===== src/rtl/bit_unit_pkg.sv =====
package bit_unit_pkg;
    localparam int OPC_W = 4;
    localparam logic [7:0] WO_READ_VALUE = 8'hFF;
    localparam logic [7:0] DATA_RESET = 8'h00;
    localparam logic [15:0] ADDR_RESET = 16'h0000;
    typedef enum logic [3:0] {
        bit_force_one, bit_force_zero, bit_invert, bit_test_to_zero_flag,
        carry_and_bit, carry_and_inverted_bit, carry_or_bit, carry_or_inverted_bit,
        carry_xor_bit, carry_xor_inverted_bit, bit_load_to_carry,
        inverted_bit_load_to_carry, carry_store_to_bit, inverted_carry_store_to_bit
    } bit_op_t;
endpackage : bit_unit_pkg


===== src/rtl/bit_alu.sv =====
`timescale 1ns/10ps
// combinational bit operation on one byte
module bit_alu (
    input wire logic [3:0] op_in,
    input wire logic [7:0] data_in,
    input wire logic [2:0] bitno_in,
    input wire logic carry_in,
    output logic [7:0] data_out,
    output logic carry_out,
    output logic zero_out,
    output logic writes_out
);
    logic sel;
    bit_unit_pkg::bit_op_t op;
    assign op = bit_unit_pkg::bit_op_t'(op_in);
    assign sel = data_in[bitno_in];
    // per-op result; untouched carry passes through, zero_out is 0 unless testing
    always_comb begin
        data_out = data_in;
        carry_out = carry_in;
        zero_out = 1'b0;
        writes_out = 1'b0;
        case (op)
            bit_unit_pkg::bit_force_one: begin
                data_out[bitno_in] = 1'b1;
                writes_out = 1'b1;
            end
            bit_unit_pkg::bit_force_zero: begin
                data_out[bitno_in] = 1'b0;
                writes_out = 1'b1;
            end
            bit_unit_pkg::bit_invert: begin
                data_out[bitno_in] = ~sel;
                writes_out = 1'b1;
            end
            bit_unit_pkg::bit_test_to_zero_flag: zero_out = ~sel;
            bit_unit_pkg::carry_and_bit: carry_out = carry_in & sel;
            bit_unit_pkg::carry_and_inverted_bit: carry_out = carry_in & ~sel;
            bit_unit_pkg::carry_or_bit: carry_out = carry_in | sel;
            bit_unit_pkg::carry_or_inverted_bit: carry_out = carry_in | ~sel;
            bit_unit_pkg::carry_xor_bit: carry_out = carry_in ^ sel;
            bit_unit_pkg::carry_xor_inverted_bit: carry_out = carry_in ^ ~sel;
            bit_unit_pkg::bit_load_to_carry: carry_out = sel;
            bit_unit_pkg::inverted_bit_load_to_carry: carry_out = ~sel;
            bit_unit_pkg::carry_store_to_bit: begin
                data_out[bitno_in] = carry_in;
                writes_out = 1'b1;
            end
            bit_unit_pkg::inverted_carry_store_to_bit: begin
                data_out[bitno_in] = ~carry_in;
                writes_out = 1'b1;
            end
            default: begin
                data_out = data_in;
            end
        endcase
    end
endmodule : bit_alu


===== src/rtl/bit_unit.sv =====
`timescale 1ns/10ps
// bit manipulation execution unit with memory read-modify-write sequencer
module bit_unit (
    input wire logic mclk_in,
    input wire logic arst_n_in,
    input wire logic start_in,
    input wire logic [3:0] op_in,
    input wire logic use_reg_bitno_in,
    input wire logic [2:0] imm_bitno_in,
    input wire logic [7:0] reg_bitno_in,
    input wire logic mem_operand_in,
    input wire logic [15:0] addr_in,
    input wire logic [7:0] reg_data_in,
    input wire logic carry_in,
    input wire logic zero_in,
    input wire logic [7:0] mem_rdata_in,
    input wire logic mem_wo_in,
    input wire logic mem_ack_in,
    output logic busy_out,
    output logic done_out,
    output logic illegal_out,
    output logic [7:0] reg_wdata_out,
    output logic reg_we_out,
    output logic carry_out,
    output logic zero_out,
    output logic flags_we_out,
    output logic [15:0] mem_addr_out,
    output logic [7:0] mem_wdata_out,
    output logic mem_rd_out,
    output logic mem_wr_out
);
    typedef enum logic [1:0] {idle_s, read_s, write_s} seq_state_t;
    seq_state_t state;
    bit_unit_pkg::bit_op_t op;
    bit_unit_pkg::bit_op_t cur_op;
    logic imm_only;
    logic [2:0] sel_bitno;
    logic [2:0] bitno;
    logic carry_q;
    logic zero_q;
    logic [7:0] alu_src;
    logic [7:0] alu_data;
    logic alu_carry;
    logic alu_zero;
    logic alu_writes;
    logic [7:0] read_byte;

    assign op = bit_unit_pkg::bit_op_t'(op_in);
    // inverted forms accept only an immediate bit number
    assign imm_only = (op == bit_unit_pkg::carry_and_inverted_bit)
        || (op == bit_unit_pkg::carry_or_inverted_bit)
        || (op == bit_unit_pkg::carry_xor_inverted_bit)
        || (op == bit_unit_pkg::inverted_bit_load_to_carry)
        || (op == bit_unit_pkg::inverted_carry_store_to_bit);
    assign sel_bitno = use_reg_bitno_in ? reg_bitno_in[2:0] : imm_bitno_in;

    // write-only locations read back as all ones
    assign read_byte = mem_wo_in ? bit_unit_pkg::WO_READ_VALUE : mem_rdata_in;
    assign alu_src = (state == read_s) ? read_byte : reg_data_in;

    bit_alu u_alu (
        .op_in(state == read_s ? cur_op : op),
        .data_in(alu_src),
        .bitno_in(state == read_s ? bitno : sel_bitno),
        .carry_in(state == read_s ? carry_q : carry_in),
        .data_out(alu_data),
        .carry_out(alu_carry),
        .zero_out(alu_zero),
        .writes_out(alu_writes)
    );

    // sequencer: idle, read byte, write byte back
    always_ff @(posedge mclk_in or negedge arst_n_in) begin
        if (!arst_n_in) begin
            state <= idle_s;
            cur_op <= bit_unit_pkg::bit_force_one;
            bitno <= 3'h0;
            carry_q <= 1'b0;
            zero_q <= 1'b0;
            mem_addr_out <= bit_unit_pkg::ADDR_RESET;
        end else begin
            case (state)
                idle_s: begin
                    if (start_in && mem_operand_in && !(imm_only && use_reg_bitno_in)) begin
                        state <= read_s;
                        cur_op <= op;
                        bitno <= sel_bitno;
                        carry_q <= carry_in;
                        zero_q <= zero_in;
                        mem_addr_out <= addr_in;
                    end
                end
                read_s: begin
                    if (mem_ack_in) begin
                        state <= alu_writes ? write_s : idle_s;
                    end
                end
                write_s: begin
                    if (mem_ack_in) begin
                        state <= idle_s;
                    end
                end
                default: state <= idle_s;
            endcase
        end
    end

    // modified byte held for the write step at the same address
    always_ff @(posedge mclk_in or negedge arst_n_in) begin
        if (!arst_n_in) begin
            mem_wdata_out <= bit_unit_pkg::DATA_RESET;
        end else if (state == read_s && mem_ack_in) begin
            mem_wdata_out <= alu_data;
        end
    end

    // register operands complete in one cycle; results registered
    always_ff @(posedge mclk_in or negedge arst_n_in) begin
        if (!arst_n_in) begin
            reg_wdata_out <= bit_unit_pkg::DATA_RESET;
            reg_we_out <= 1'b0;
            carry_out <= 1'b0;
            zero_out <= 1'b0;
            flags_we_out <= 1'b0;
            done_out <= 1'b0;
            illegal_out <= 1'b0;
        end else begin
            reg_we_out <= 1'b0;
            flags_we_out <= 1'b0;
            done_out <= 1'b0;
            illegal_out <= 1'b0;
            if (state == idle_s && start_in) begin
                if (imm_only && use_reg_bitno_in) begin
                    illegal_out <= 1'b1;
                    done_out <= 1'b1;
                end else if (!mem_operand_in) begin
                    reg_wdata_out <= alu_data;
                    reg_we_out <= alu_writes;
                    carry_out <= alu_carry;
                    zero_out <= (op == bit_unit_pkg::bit_test_to_zero_flag) ? alu_zero : zero_in;
                    flags_we_out <= 1'b1;
                    done_out <= 1'b1;
                end
            end else if ((state == read_s && mem_ack_in && !alu_writes)
                || (state == write_s && mem_ack_in)) begin
                carry_out <= (state == read_s) ? alu_carry : carry_q;
                zero_out <= (state == read_s && cur_op == bit_unit_pkg::bit_test_to_zero_flag)
                    ? alu_zero : zero_q;
                flags_we_out <= 1'b1;
                done_out <= 1'b1;
            end
        end
    end

    // bus strobes follow the sequencer state
    assign mem_rd_out = (state == read_s);
    assign mem_wr_out = (state == write_s);
    assign busy_out = (state != idle_s);

    // check helpers: register-path launch, selected bit, altering ops
    logic reg_go;
    logic reg_bit;
    logic alters_op;
    assign reg_go = (state == idle_s) && start_in && !mem_operand_in
        && !(imm_only && use_reg_bitno_in);
    assign reg_bit = reg_data_in[sel_bitno];
    assign alters_op = (op == bit_unit_pkg::bit_force_one)
        || (op == bit_unit_pkg::bit_force_zero)
        || (op == bit_unit_pkg::bit_invert)
        || (op == bit_unit_pkg::carry_store_to_bit)
        || (op == bit_unit_pkg::inverted_carry_store_to_bit);

    // memory sequence: read, then write back to the same address
    a_write_after_read: assert property (@(posedge mclk_in) disable iff (!arst_n_in)
        mem_wr_out && !$past(mem_wr_out) |-> $past(mem_rd_out) && $past(mem_ack_in))
        else $error("write step not preceded by read step");
    a_readonly_no_write: assert property (@(posedge mclk_in) disable iff (!arst_n_in)
        mem_rd_out && mem_ack_in && !alu_writes |=> !mem_wr_out && done_out)
        else $error("read-only op wrote memory");
    a_same_address: assert property (@(posedge mclk_in) disable iff (!arst_n_in)
        mem_wr_out && !$past(mem_wr_out) |-> mem_addr_out == $past(mem_addr_out))
        else $error("write address differs from read");
    a_wo_all_ones: assert property (@(posedge mclk_in) disable iff (!arst_n_in)
        mem_rd_out && mem_ack_in && mem_wo_in && alu_writes
        |=> (mem_wdata_out | (8'h01 << bitno)) == 8'hFF)
        else $error("write-only read not all ones");
    // register path: each operation checked one cycle after launch
    a_force_one: assert property (@(posedge mclk_in) disable iff (!arst_n_in)
        state == idle_s && start_in && !mem_operand_in && op == bit_unit_pkg::bit_force_one
        |=> reg_we_out && reg_wdata_out[$past(sel_bitno)] == 1'b1)
        else $error("force-one failed");
    a_force_zero: assert property (@(posedge mclk_in) disable iff (!arst_n_in)
        state == idle_s && start_in && !mem_operand_in && op == bit_unit_pkg::bit_force_zero
        |=> reg_wdata_out[$past(sel_bitno)] == 1'b0)
        else $error("force-zero failed");
    a_test_zero: assert property (@(posedge mclk_in) disable iff (!arst_n_in)
        state == idle_s && start_in && !mem_operand_in
        && op == bit_unit_pkg::bit_test_to_zero_flag
        |=> zero_out == !$past(reg_data_in[sel_bitno]) && carry_out == $past(carry_in))
        else $error("test zero flag wrong");
    a_inv_imm_only: assert property (@(posedge mclk_in) disable iff (!arst_n_in)
        state == idle_s && start_in && imm_only && use_reg_bitno_in
        |=> illegal_out && !busy_out && !reg_we_out)
        else $error("inverted op took register bit number");
    a_and_carry: assert property (@(posedge mclk_in) disable iff (!arst_n_in)
        state == idle_s && start_in && !mem_operand_in && op == bit_unit_pkg::carry_and_bit
        |=> carry_out == ($past(carry_in) & $past(reg_data_in[sel_bitno])) && !reg_we_out)
        else $error("carry and wrong");
    a_invert_bit: assert property (@(posedge mclk_in) disable iff (!arst_n_in)
        reg_go && op == bit_unit_pkg::bit_invert
        |=> reg_we_out && (reg_wdata_out ^ $past(reg_data_in)) == (8'h01 << $past(sel_bitno)))
        else $error("invert did not flip exactly one bit");
    a_reg_bitno: assert property (@(posedge mclk_in) disable iff (!arst_n_in)
        reg_go && use_reg_bitno_in && op == bit_unit_pkg::bit_force_one
        |=> reg_wdata_out[$past(reg_bitno_in[2:0])] == 1'b1)
        else $error("register bit number not used");
    a_and_inverted: assert property (@(posedge mclk_in) disable iff (!arst_n_in)
        reg_go && op == bit_unit_pkg::carry_and_inverted_bit
        |=> carry_out == ($past(carry_in) & !$past(reg_bit)) && !reg_we_out)
        else $error("carry and inverted wrong");
    a_or_carry: assert property (@(posedge mclk_in) disable iff (!arst_n_in)
        reg_go && op == bit_unit_pkg::carry_or_bit
        |=> carry_out == ($past(carry_in) | $past(reg_bit)) && !reg_we_out)
        else $error("carry or wrong");
    a_or_inverted: assert property (@(posedge mclk_in) disable iff (!arst_n_in)
        reg_go && op == bit_unit_pkg::carry_or_inverted_bit
        |=> carry_out == ($past(carry_in) | !$past(reg_bit)) && !reg_we_out)
        else $error("carry or inverted wrong");
    a_xor_carry: assert property (@(posedge mclk_in) disable iff (!arst_n_in)
        reg_go && op == bit_unit_pkg::carry_xor_bit
        |=> carry_out == ($past(carry_in) ^ $past(reg_bit)) && !reg_we_out)
        else $error("carry xor wrong");
    a_xor_inverted: assert property (@(posedge mclk_in) disable iff (!arst_n_in)
        reg_go && op == bit_unit_pkg::carry_xor_inverted_bit
        |=> carry_out == ($past(carry_in) ^ !$past(reg_bit)) && !reg_we_out)
        else $error("carry xor inverted wrong");
    a_load_carry: assert property (@(posedge mclk_in) disable iff (!arst_n_in)
        reg_go && op == bit_unit_pkg::bit_load_to_carry
        |=> carry_out == $past(reg_bit) && !reg_we_out)
        else $error("bit load wrong");
    a_load_inverted: assert property (@(posedge mclk_in) disable iff (!arst_n_in)
        reg_go && op == bit_unit_pkg::inverted_bit_load_to_carry
        |=> carry_out == !$past(reg_bit) && !reg_we_out)
        else $error("inverted bit load wrong");
    a_store_carry: assert property (@(posedge mclk_in) disable iff (!arst_n_in)
        reg_go && op == bit_unit_pkg::carry_store_to_bit
        |=> reg_we_out && reg_wdata_out[$past(sel_bitno)] == $past(carry_in))
        else $error("carry store wrong");
    a_store_inverted: assert property (@(posedge mclk_in) disable iff (!arst_n_in)
        reg_go && op == bit_unit_pkg::inverted_carry_store_to_bit
        |=> reg_we_out && reg_wdata_out[$past(sel_bitno)] == !$past(carry_in))
        else $error("inverted carry store wrong");

    // flags outside each operation's reach pass through unchanged; register write, completion, refusal and bus use checks
    a_carry_kept: assert property (@(posedge mclk_in) disable iff (!arst_n_in)
        reg_go && (alters_op || op == bit_unit_pkg::bit_test_to_zero_flag)
        |=> carry_out == $past(carry_in) && flags_we_out)
        else $error("carry changed by a non-carry op");
    a_zero_kept: assert property (@(posedge mclk_in) disable iff (!arst_n_in)
        reg_go && op != bit_unit_pkg::bit_test_to_zero_flag
        |=> zero_out == $past(zero_in))
        else $error("zero flag changed by a non-test op");
    a_reg_we_match: assert property (@(posedge mclk_in) disable iff (!arst_n_in)
        reg_go
        |=> reg_we_out == $past(alters_op) && done_out)
        else $error("register write does not match op");
    a_flags_with_done: assert property (@(posedge mclk_in) disable iff (!arst_n_in)
        flags_we_out
        |-> done_out && !illegal_out)
        else $error("flag write without completion");
    a_illegal_idle: assert property (@(posedge mclk_in) disable iff (!arst_n_in)
        illegal_out
        |-> done_out && !flags_we_out && !reg_we_out && !busy_out)
        else $error("refused op had side effects");
    a_reg_no_bus: assert property (@(posedge mclk_in) disable iff (!arst_n_in)
        reg_go
        |=> !mem_rd_out && !mem_wr_out && !busy_out)
        else $error("register op used the memory bus");

    // memory path: sequence start, single-bit change, flags at the end
    a_mem_start: assert property (@(posedge mclk_in) disable iff (!arst_n_in)
        state == idle_s && start_in && mem_operand_in && !(imm_only && use_reg_bitno_in)
        |=> mem_rd_out && !mem_wr_out && mem_addr_out == $past(addr_in))
        else $error("memory op did not start with a read");
    a_mem_one_bit: assert property (@(posedge mclk_in) disable iff (!arst_n_in)
        mem_rd_out && mem_ack_in && alu_writes
        |=> ((mem_wdata_out ^ $past(read_byte)) & ~(8'h01 << bitno)) == 8'h00)
        else $error("write-back altered more than one bit");
    a_mem_test_zero: assert property (@(posedge mclk_in) disable iff (!arst_n_in)
        mem_rd_out && mem_ack_in && cur_op == bit_unit_pkg::bit_test_to_zero_flag
        |=> done_out && zero_out == !$past(read_byte[bitno]) && carry_out == $past(carry_q))
        else $error("memory test zero flag wrong");
    a_mem_load: assert property (@(posedge mclk_in) disable iff (!arst_n_in)
        mem_rd_out && mem_ack_in && cur_op == bit_unit_pkg::bit_load_to_carry
        |=> done_out && carry_out == $past(read_byte[bitno]))
        else $error("memory bit load wrong");
    a_mem_store: assert property (@(posedge mclk_in) disable iff (!arst_n_in)
        mem_rd_out && mem_ack_in && cur_op == bit_unit_pkg::carry_store_to_bit
        |=> mem_wr_out && mem_wdata_out[bitno] == carry_q)
        else $error("memory carry store wrong");
    a_mem_store_inv: assert property (@(posedge mclk_in) disable iff (!arst_n_in)
        mem_rd_out && mem_ack_in && cur_op == bit_unit_pkg::inverted_carry_store_to_bit
        |=> mem_wr_out && mem_wdata_out[bitno] == !carry_q)
        else $error("memory inverted carry store wrong");
    a_mem_flags_kept: assert property (@(posedge mclk_in) disable iff (!arst_n_in)
        mem_wr_out && mem_ack_in
        |=> done_out && carry_out == $past(carry_q) && zero_out == $past(zero_q))
        else $error("flags changed by a write-back op");
endmodule : bit_unit


===== config.mk =====
export PLATFORM = sky130hd
export DESIGN_NAME = bit_unit
export DESIGN_NICKNAME = d
export VERILOG_FILES = /design/src/rtl/bit_unit_pkg.sv /design/src/rtl/bit_alu.sv /design/src/rtl/bit_unit.sv
export SDC_FILE = /design/constraint.sdc
export NUM_CORES = 1
export LEC_CHECK = 0
export BUFFER_PORTS_ARGS = -buffer_cell sky130_fd_sc_hd__buf_2
export CORE_UTILIZATION = 50
export CTS_CLUSTER_SIZE = 8
export DETAILED_ROUTE_END_ITERATION = 8
export GPL_ROUTABILITY_DRIVEN = 0
export PLACE_DENSITY = 0.81
export SLEW_MARGIN = 20
export SYNTH_ARGS = -nofsm -noshare
export SYNTH_HDL_FRONTEND = slang
export SYNTH_SLANG_ARGS = --single-unit

===== constraint.sdc =====
create_clock -name mclk_in -period 3.25 [get_ports mclk_in]
set_input_delay 0.65 -clock mclk_in [delete_from_list [all_inputs] [get_ports mclk_in]]
set_output_delay 0.65 -clock mclk_in [all_outputs]
set_load 0.05 [all_outputs]

==> results_dict.tcl, run 1 <==
set metrics [dict create \
    status "complete, no violations" \
    met2WireLength_um 3293 \
    skew_ns 0.01747 \
    clock_sinks 49 \
    reg2reg_depth 8 \
    met1_length_um 2924 \
    crit_slowest_cell "or4_4" \
    syn_area_per_cell_sq_um 10.43 \
    cts_tree "yes" \
    avgViaCountPerCell 5.798 \
    rsz0062_at_grt "false" \
    drt_iter0_markers 141 \
    h-tree-depth 2 \
    critPathLaunch "state[1]" \
    slew_headroom_pct 51.74 \
    path_clk_slew_ns 0.10 \
    routed_wl_um 6831 \
    drcViolationCount 0 \
    gr-usage-all-layers_pct 23.96 \
    die_area_sq_um 5934 \
    finalMaxSlewViolations 0 \
    grt_max_degree 28 \
    clk_latency_ns 0.31 \
    die_w_um 77.04 \
    post_drt_wl_per_cell_um 15.70 \
    highest_layer "met4" \
    critPathRequiredTime_ns 3.40 \
    seq_area_frac_synth_pct 43.56 \
    power.density_nw_per_um2 889.2 \
    dp_hpwl_um 5213 \
    core_region_area_sq_um 5270 \
    layout.cells.non_filler 435 \
    synth_top_flop_cell "dfrtp_1" \
    numCtsBuffers 5 \
    ys_async_sr_fraction_pct 100.0 \
    dieHeight_um 77.04 \
    worstMarginPinSlew_ns 0.7146 \
    critPathArrivalTime_ns 3.10 \
    dr_wl_met3_um 521 \
    grt_antenna_before_repair 0 \
    rows 26 \
    yosysUniqueCellTypes 52 \
    antenna_cells 0 \
    cpPeakStageDelay_ns 0.57 \
    final_nets 420 \
    io_buffers 91 \
    ctsResizeCount 0 \
    grt_first_pass_wirelength_um 11300 \
    finalSetupViolCount 0 \
    start_util_pct 53.42 \
    timing.rr.end "reg_wdata_out[0]" \
    clock_path_buffers 2 \
    first_pass_iters 4 \
    start_kind "flop" \
    synth_edf_count 0 \
    period_share_pct 90.94 \
    synthTopCellsByArea "dfrtp_1, mux2_2, mux2i_1, nand2_1, a31oi_1" \
    path_class "flop to flop" \
    path_max_fanout 26 \
    synth.top_cell.area_share_pct 43.56 \
    synth_area_leader_cell "dfrtp_1" \
    syn_area_sq_um 2815 \
    drive_gt1_share_pct 40.27 \
    setup_total_negative_slack_ns 0 \
    via_count 2522 \
    min_period_ns 2.956 \
    pin_count 97 \
    fmax_mhz 338.3 \
    syn_inst 270 \
    numPlacedInstances 427 \
    clock-root-buffer "clkbuf_8" \
    power_leakage_nw 1.583 \
    cts_post_setup_buffers_inserted 0 \
    crit_chain "nand2b_1 > clkinv_4 > nor3_1 > o311a_1 > or4_4 > a211o_1 > o211ai_1 > a31oi_1" \
    timing.rr.start "state[1]" \
    cp-end-kind "flop" \
    grt_pass1_vias 2416 \
    grt.overflow.total 0 \
    endpoint "reg_wdata_out[0]" \
    drv_cap 0 \
    r2r_setup_slack_ns 0.29 \
    syn_nets 326 \
    ant_nets 0 \
    ys_warn_count 0 \
    syn_to_final_growth_pct 21.64 \
    peakVddDrop_mv 0.5447 \
    cts_hold_buf 0 \
    ys_ff_latch 49 \
    hold_violations 0 \
    min_path_type "input port to asynchronous set/reset pin" \
]
-- power breakdown --
group	switching [W]	internal, W	leakage, nW
clock	0.000211	0.000154	0.0456
sequential	0.000138	0.000833	0.579
combinational	0.00121	0.000496	0.959
-- kinds of logic after synthesis --
kind of cell | Yosys count | synth area share, %
muxes | 42 | 17.82
xor gates and xnor gates | 5 | 1.556
AOI/OAI and AO/OA | 80 | 19.73
buffers and inverters | 19 | 3.955
and+or+nand+nor | 75 | 13.38
DFF | 49 | 43.56
-- per-stage QoR --
stage                     util [%]  cell area, sq um  worst slack (ns)  power [W]  hold WS, ns
after floorplan                  -              2815            0.5145   0.002300       0.3544
after global placement       63.34              3338            0.1846   0.002653       0.4613
after detailed placement     63.34              3338            0.1761   0.002691       0.4611
after CTS                    64.98              3425            0.3142   0.003055       0.3327
after global routing         64.98              3425            0.1588   0.003212       0.3594
final                        64.98              3425            0.2944   0.003045       0.3139
-- metal layers --
metal  global-route usage (%)  vias to the layer above
li1                         -                     1205
met1                    31.55                     1191
met2                    39.11                      114
met3                    5.238                       12
met4                    8.113                        0
met5                        0                        -
-- synthesized netlist by cell type (2+ instances only) --
cell and instances:
nand3_1 4, nor3_1 10, o21ai_1 9, xnor2_1 3
nor2_1 20, o21ai_0 10, inv_1 5, nor2b_1 5
o31ai_1 7, mux2_2 26, mux2i_4 3, dfrtp_1 49
nor4_1 2, o211ai_1 5, o22ai_1 7, a211oi_1 6
buf_4 2, buf_6 2, o31ai_2 3, xor2_1 2
clkbuf_1 5, mux2i_1 10, nand2_1 25, mux2_4 2
a31oi_1 12, o311a_1 4, a21oi_1 7
-- cell type report --
| class | count | area, sq um |
|---|---|---|
| inverter | 7 | 31.28 |
| clock inverter | 2 | 13.76 |
| tap | 70 | 87.58 |
| fill | 477 | 1846 |
| multi-input combinational | 202 | 1478 |
| sequential | 49 | 1226 |
| clock buffer | 6 | 72.57 |
| timing repair buffer | 99 | 515.5 |
-- state kept, by name, indices dropped and copies added (netlist names) --
signal,flops
mem_addr_out,16
mem_wdata_out,8
reg_wdata_out,8
cur_op,4
bitno,3
state,2
carry_out,1
carry_q,1
done_out,1
flags_we_out,1
illegal_out,1
reg_we_out,1
zero_out,1
zero_q,1
-- worst min-delay path by stage --
| stage | from | slack, ns | endpoint |
|---|---|---|---|
| 2_1_floorplan | arst_n_in | 0.35 | bitno[0] |
| 3_3_place_gp | bitno[1] | 0.46 | bitno[1] |
| 3_5_place_dp | mem_wdata_out[5] | 0.46 | mem_wdata_out[5] |
| 4_1_cts | arst_n_in | 0.33 | reg_we_out |
| 5_1_grt | arst_n_in | 0.36 | reg_we_out |
| 6_report | arst_n_in | 0.31 | reg_we_out |
-- placed cells by master, fill, tap and decap left out, drive strengths merged, types with 4 or more instances in the layout --
cell,netlist,layout
a21oi,7,7
o21ai,19,19
o22ai,7,7
o311a,4,4
o31ai,10,10
nand3,4,4
o211ai,5,5
buf,7,99
a31oi,12,12
clkbuf,5,6
a211oi,6,6
nor2b,5,5
nand2,25,25
nor2,20,20
dfrtp,49,49
inv,5,6
mux2i,13,13
mux2,29,29
nor3,11,11
-- worst max-delay path, delay by kind of cell, from the launching register on --
| kind | cells | cell delay [ns] |
|---|---|---|
| flip-flops | 1 | 0.44 |
| AND/OR/NAND/NOR | 3 | 0.97 |
| AO/OA/AOI/OAI | 4 | 1.10 |
| buffers and inverters | 1 | 0.28 |
Note: power is estimated with default switching activity, not from simulation.
==> run 2: changes to the inputs <==
Settings changed: GPL_TIMING_DRIVEN set to 0.
==> results_dict.tcl, run 2 (synthesis gave the netlist of run 1 again) <==
set metrics [dict create \
    status "complete, no violations" \
    crit_chain "nand2b_1 > buf_6 > buf_2 > mux2i_1 > a21oi_1 > buf_4 > o31ai_2 > o211ai_1 > a31oi_1" \
    final_nets 423 \
    ff_latch_area_sq_um 1226 \
    grt_first_pass_wirelength_um 11720 \
    cp-end-kind "flop" \
    critPathRequiredTime_ns 3.47 \
    grtUsageMet3_pct 4.524 \
    largest_reg_flops 16 \
    start_kind "flop" \
    cts_hold_buf 0 \
    cpPeakStageDelay_ns 0.60 \
    grt.overflow.total 0 \
    post-place-ws_ns 0.2261 \
    drt_iter0_markers 137 \
    min_path_type "input port to asynchronous set/reset pin" \
    rows 26 \
    grt_busiest_layer "met2" \
    clock-root-buffer "clkbuf_8" \
    hold_ws_ns 0.3413 \
    clock_sinks 49 \
    grt_pass1_vias 2475 \
    syn_to_final_growth_pct 22.40 \
    drv_cap 0 \
    ctsResizeCount 0 \
    core_region_area_sq_um 5270 \
    multi_input_area_sq_um 1478 \
    gr-usage-all-layers_pct 24.83 \
    grt_antenna_before_repair 0 \
    clk_latency_ns 0.31 \
    path_class "flop to flop" \
    h-tree-depth 2 \
    worstMarginPinSlew_ns 0.6430 \
    clock_path_buffers 2 \
    pin_count 97 \
    path_clk_slew_ns 0.09 \
    fmax_mhz 350.2 \
    dp_hpwl_um 5390 \
    antenna_cells 0 \
    ant_nets 0 \
    avgViaCountPerCell 5.892 \
    use_met1_pct 32.72 \
    finalSetupViolCount 0 \
    min_period_ns 2.856 \
    largestRegisters "mem_addr_out: 16 flops, mem_wdata_out: 8 flops, reg_wdata_out: 8 flops" \
    start_util_pct 53.42 \
    hold_violations 0 \
    post_drt_wl_per_cell_um 16.30 \
    crit_slowest_cell "mux2i_1" \
    rsz0062_at_grt "false" \
    drive_gt1_share_pct 39.24 \
    drcViolationCount 0 \
    critPathArrivalTime_ns 3.08 \
    final_common_cell "buf_2" \
    use_met2_pct 41.34 \
    cts_tree "yes" \
    setup_total_negative_slack_ns 0 \
    power_leakage_nw 1.578 \
    routed_wl_um 7124 \
    skew_ns 0.01319 \
    num-fill-cells 461 \
    dieHeight_um 77.04 \
    die_w_um 77.04 \
    via_count 2575 \
    cts_post_setup_buffers_inserted 0 \
    numCtsBuffers 5 \
    path_max_fanout 10 \
    grt_max_degree 50 \
    finalMaxSlewViolations 0 \
    power.density_nw_per_um2 894.1 \
    io_buffers 90 \
    setup_ws_ns 0.3943 \
    period_share_pct 87.87 \
    slew_headroom_pct 55.91 \
    first_pass_iters 4 \
    layout_common_cells "buf_2, dfrtp_1, mux2_2, nand2_1, nor2_1" \
    die_area_sq_um 5934 \
    regMostFlops "mem_addr_out" \
    peakVddDrop_mv 0.4636 \
]
-- run 2: cell types whose count changed in the layout (fill, tap and decap cells not counted), sizes merged --
cell	change
clkbuf	+5
inv	-1
buf	-2
clkinv	-1
clkinvlp	+1
-- run 2: worst max-delay path: cells and delay by family, from the launching register on --
kind	cells	cell delay, ns
muxes	1	0.60
buffers and inverters	3	0.64
AOI/OAI and AO/OA	4	0.91
and+or+nand+nor	1	0.17
DFF	1	0.46
-- run 2: final cells by class --
type                       count  share of cell area (%)
inverter                       7                  0.9078
multi-input combinational    202                   42.88
sequential                    49                   35.58
timing repair buffer          90                   13.14
buffer                        12                   2.324
tap                           70                   2.542
clock inverter                 1                  0.2179
clock buffer                   6                   2.397
-- run 2: stage by stage --
stage	total power, W	cells	util [%]	instance area [sq um]
after detailed placement	0.002714	430	63.63	3353
final	0.003081	437	65.38	3446
after global routing	0.003237	437	65.38	3446
after floorplan	0.002300	270	-	2815
after CTS	0.003089	437	65.34	3443
after global placement	0.002665	430	63.63	3353
-- run 2: power breakdown --
part	total, W	switching, W	internal (W)
clock	0.000371	0.000203	0.000169
sequential	0.000967	0.000133	0.000834
combinational	0.00174	0.00124	0.000503
-- run 2: routing by layer --
metal	vias up	part of all wire (%)
li1	1209	-
met1	1232	44
met2	118	47
met3	16	6.8
met4	0	2.1
met5	-	0
-- run 2: worst paths after layout --
kind	start	slack, ns	cells after the start	end
setup / recovery	state[1]	0.39	9	reg_wdata_out[6]
hold / removal	arst_n_in	0.34	1	reg_wdata_out[5]
setup reg to reg	state[1]	0.39	9	reg_wdata_out[6]
hold reg to reg	reg_wdata_out[7]	0.49	2	reg_wdata_out[7]
max in group asynchronous	arst_n_in	2.48	1	carry_q
min in group mclk_in	reg_wdata_out[7]	0.49	2	reg_wdata_out[7]
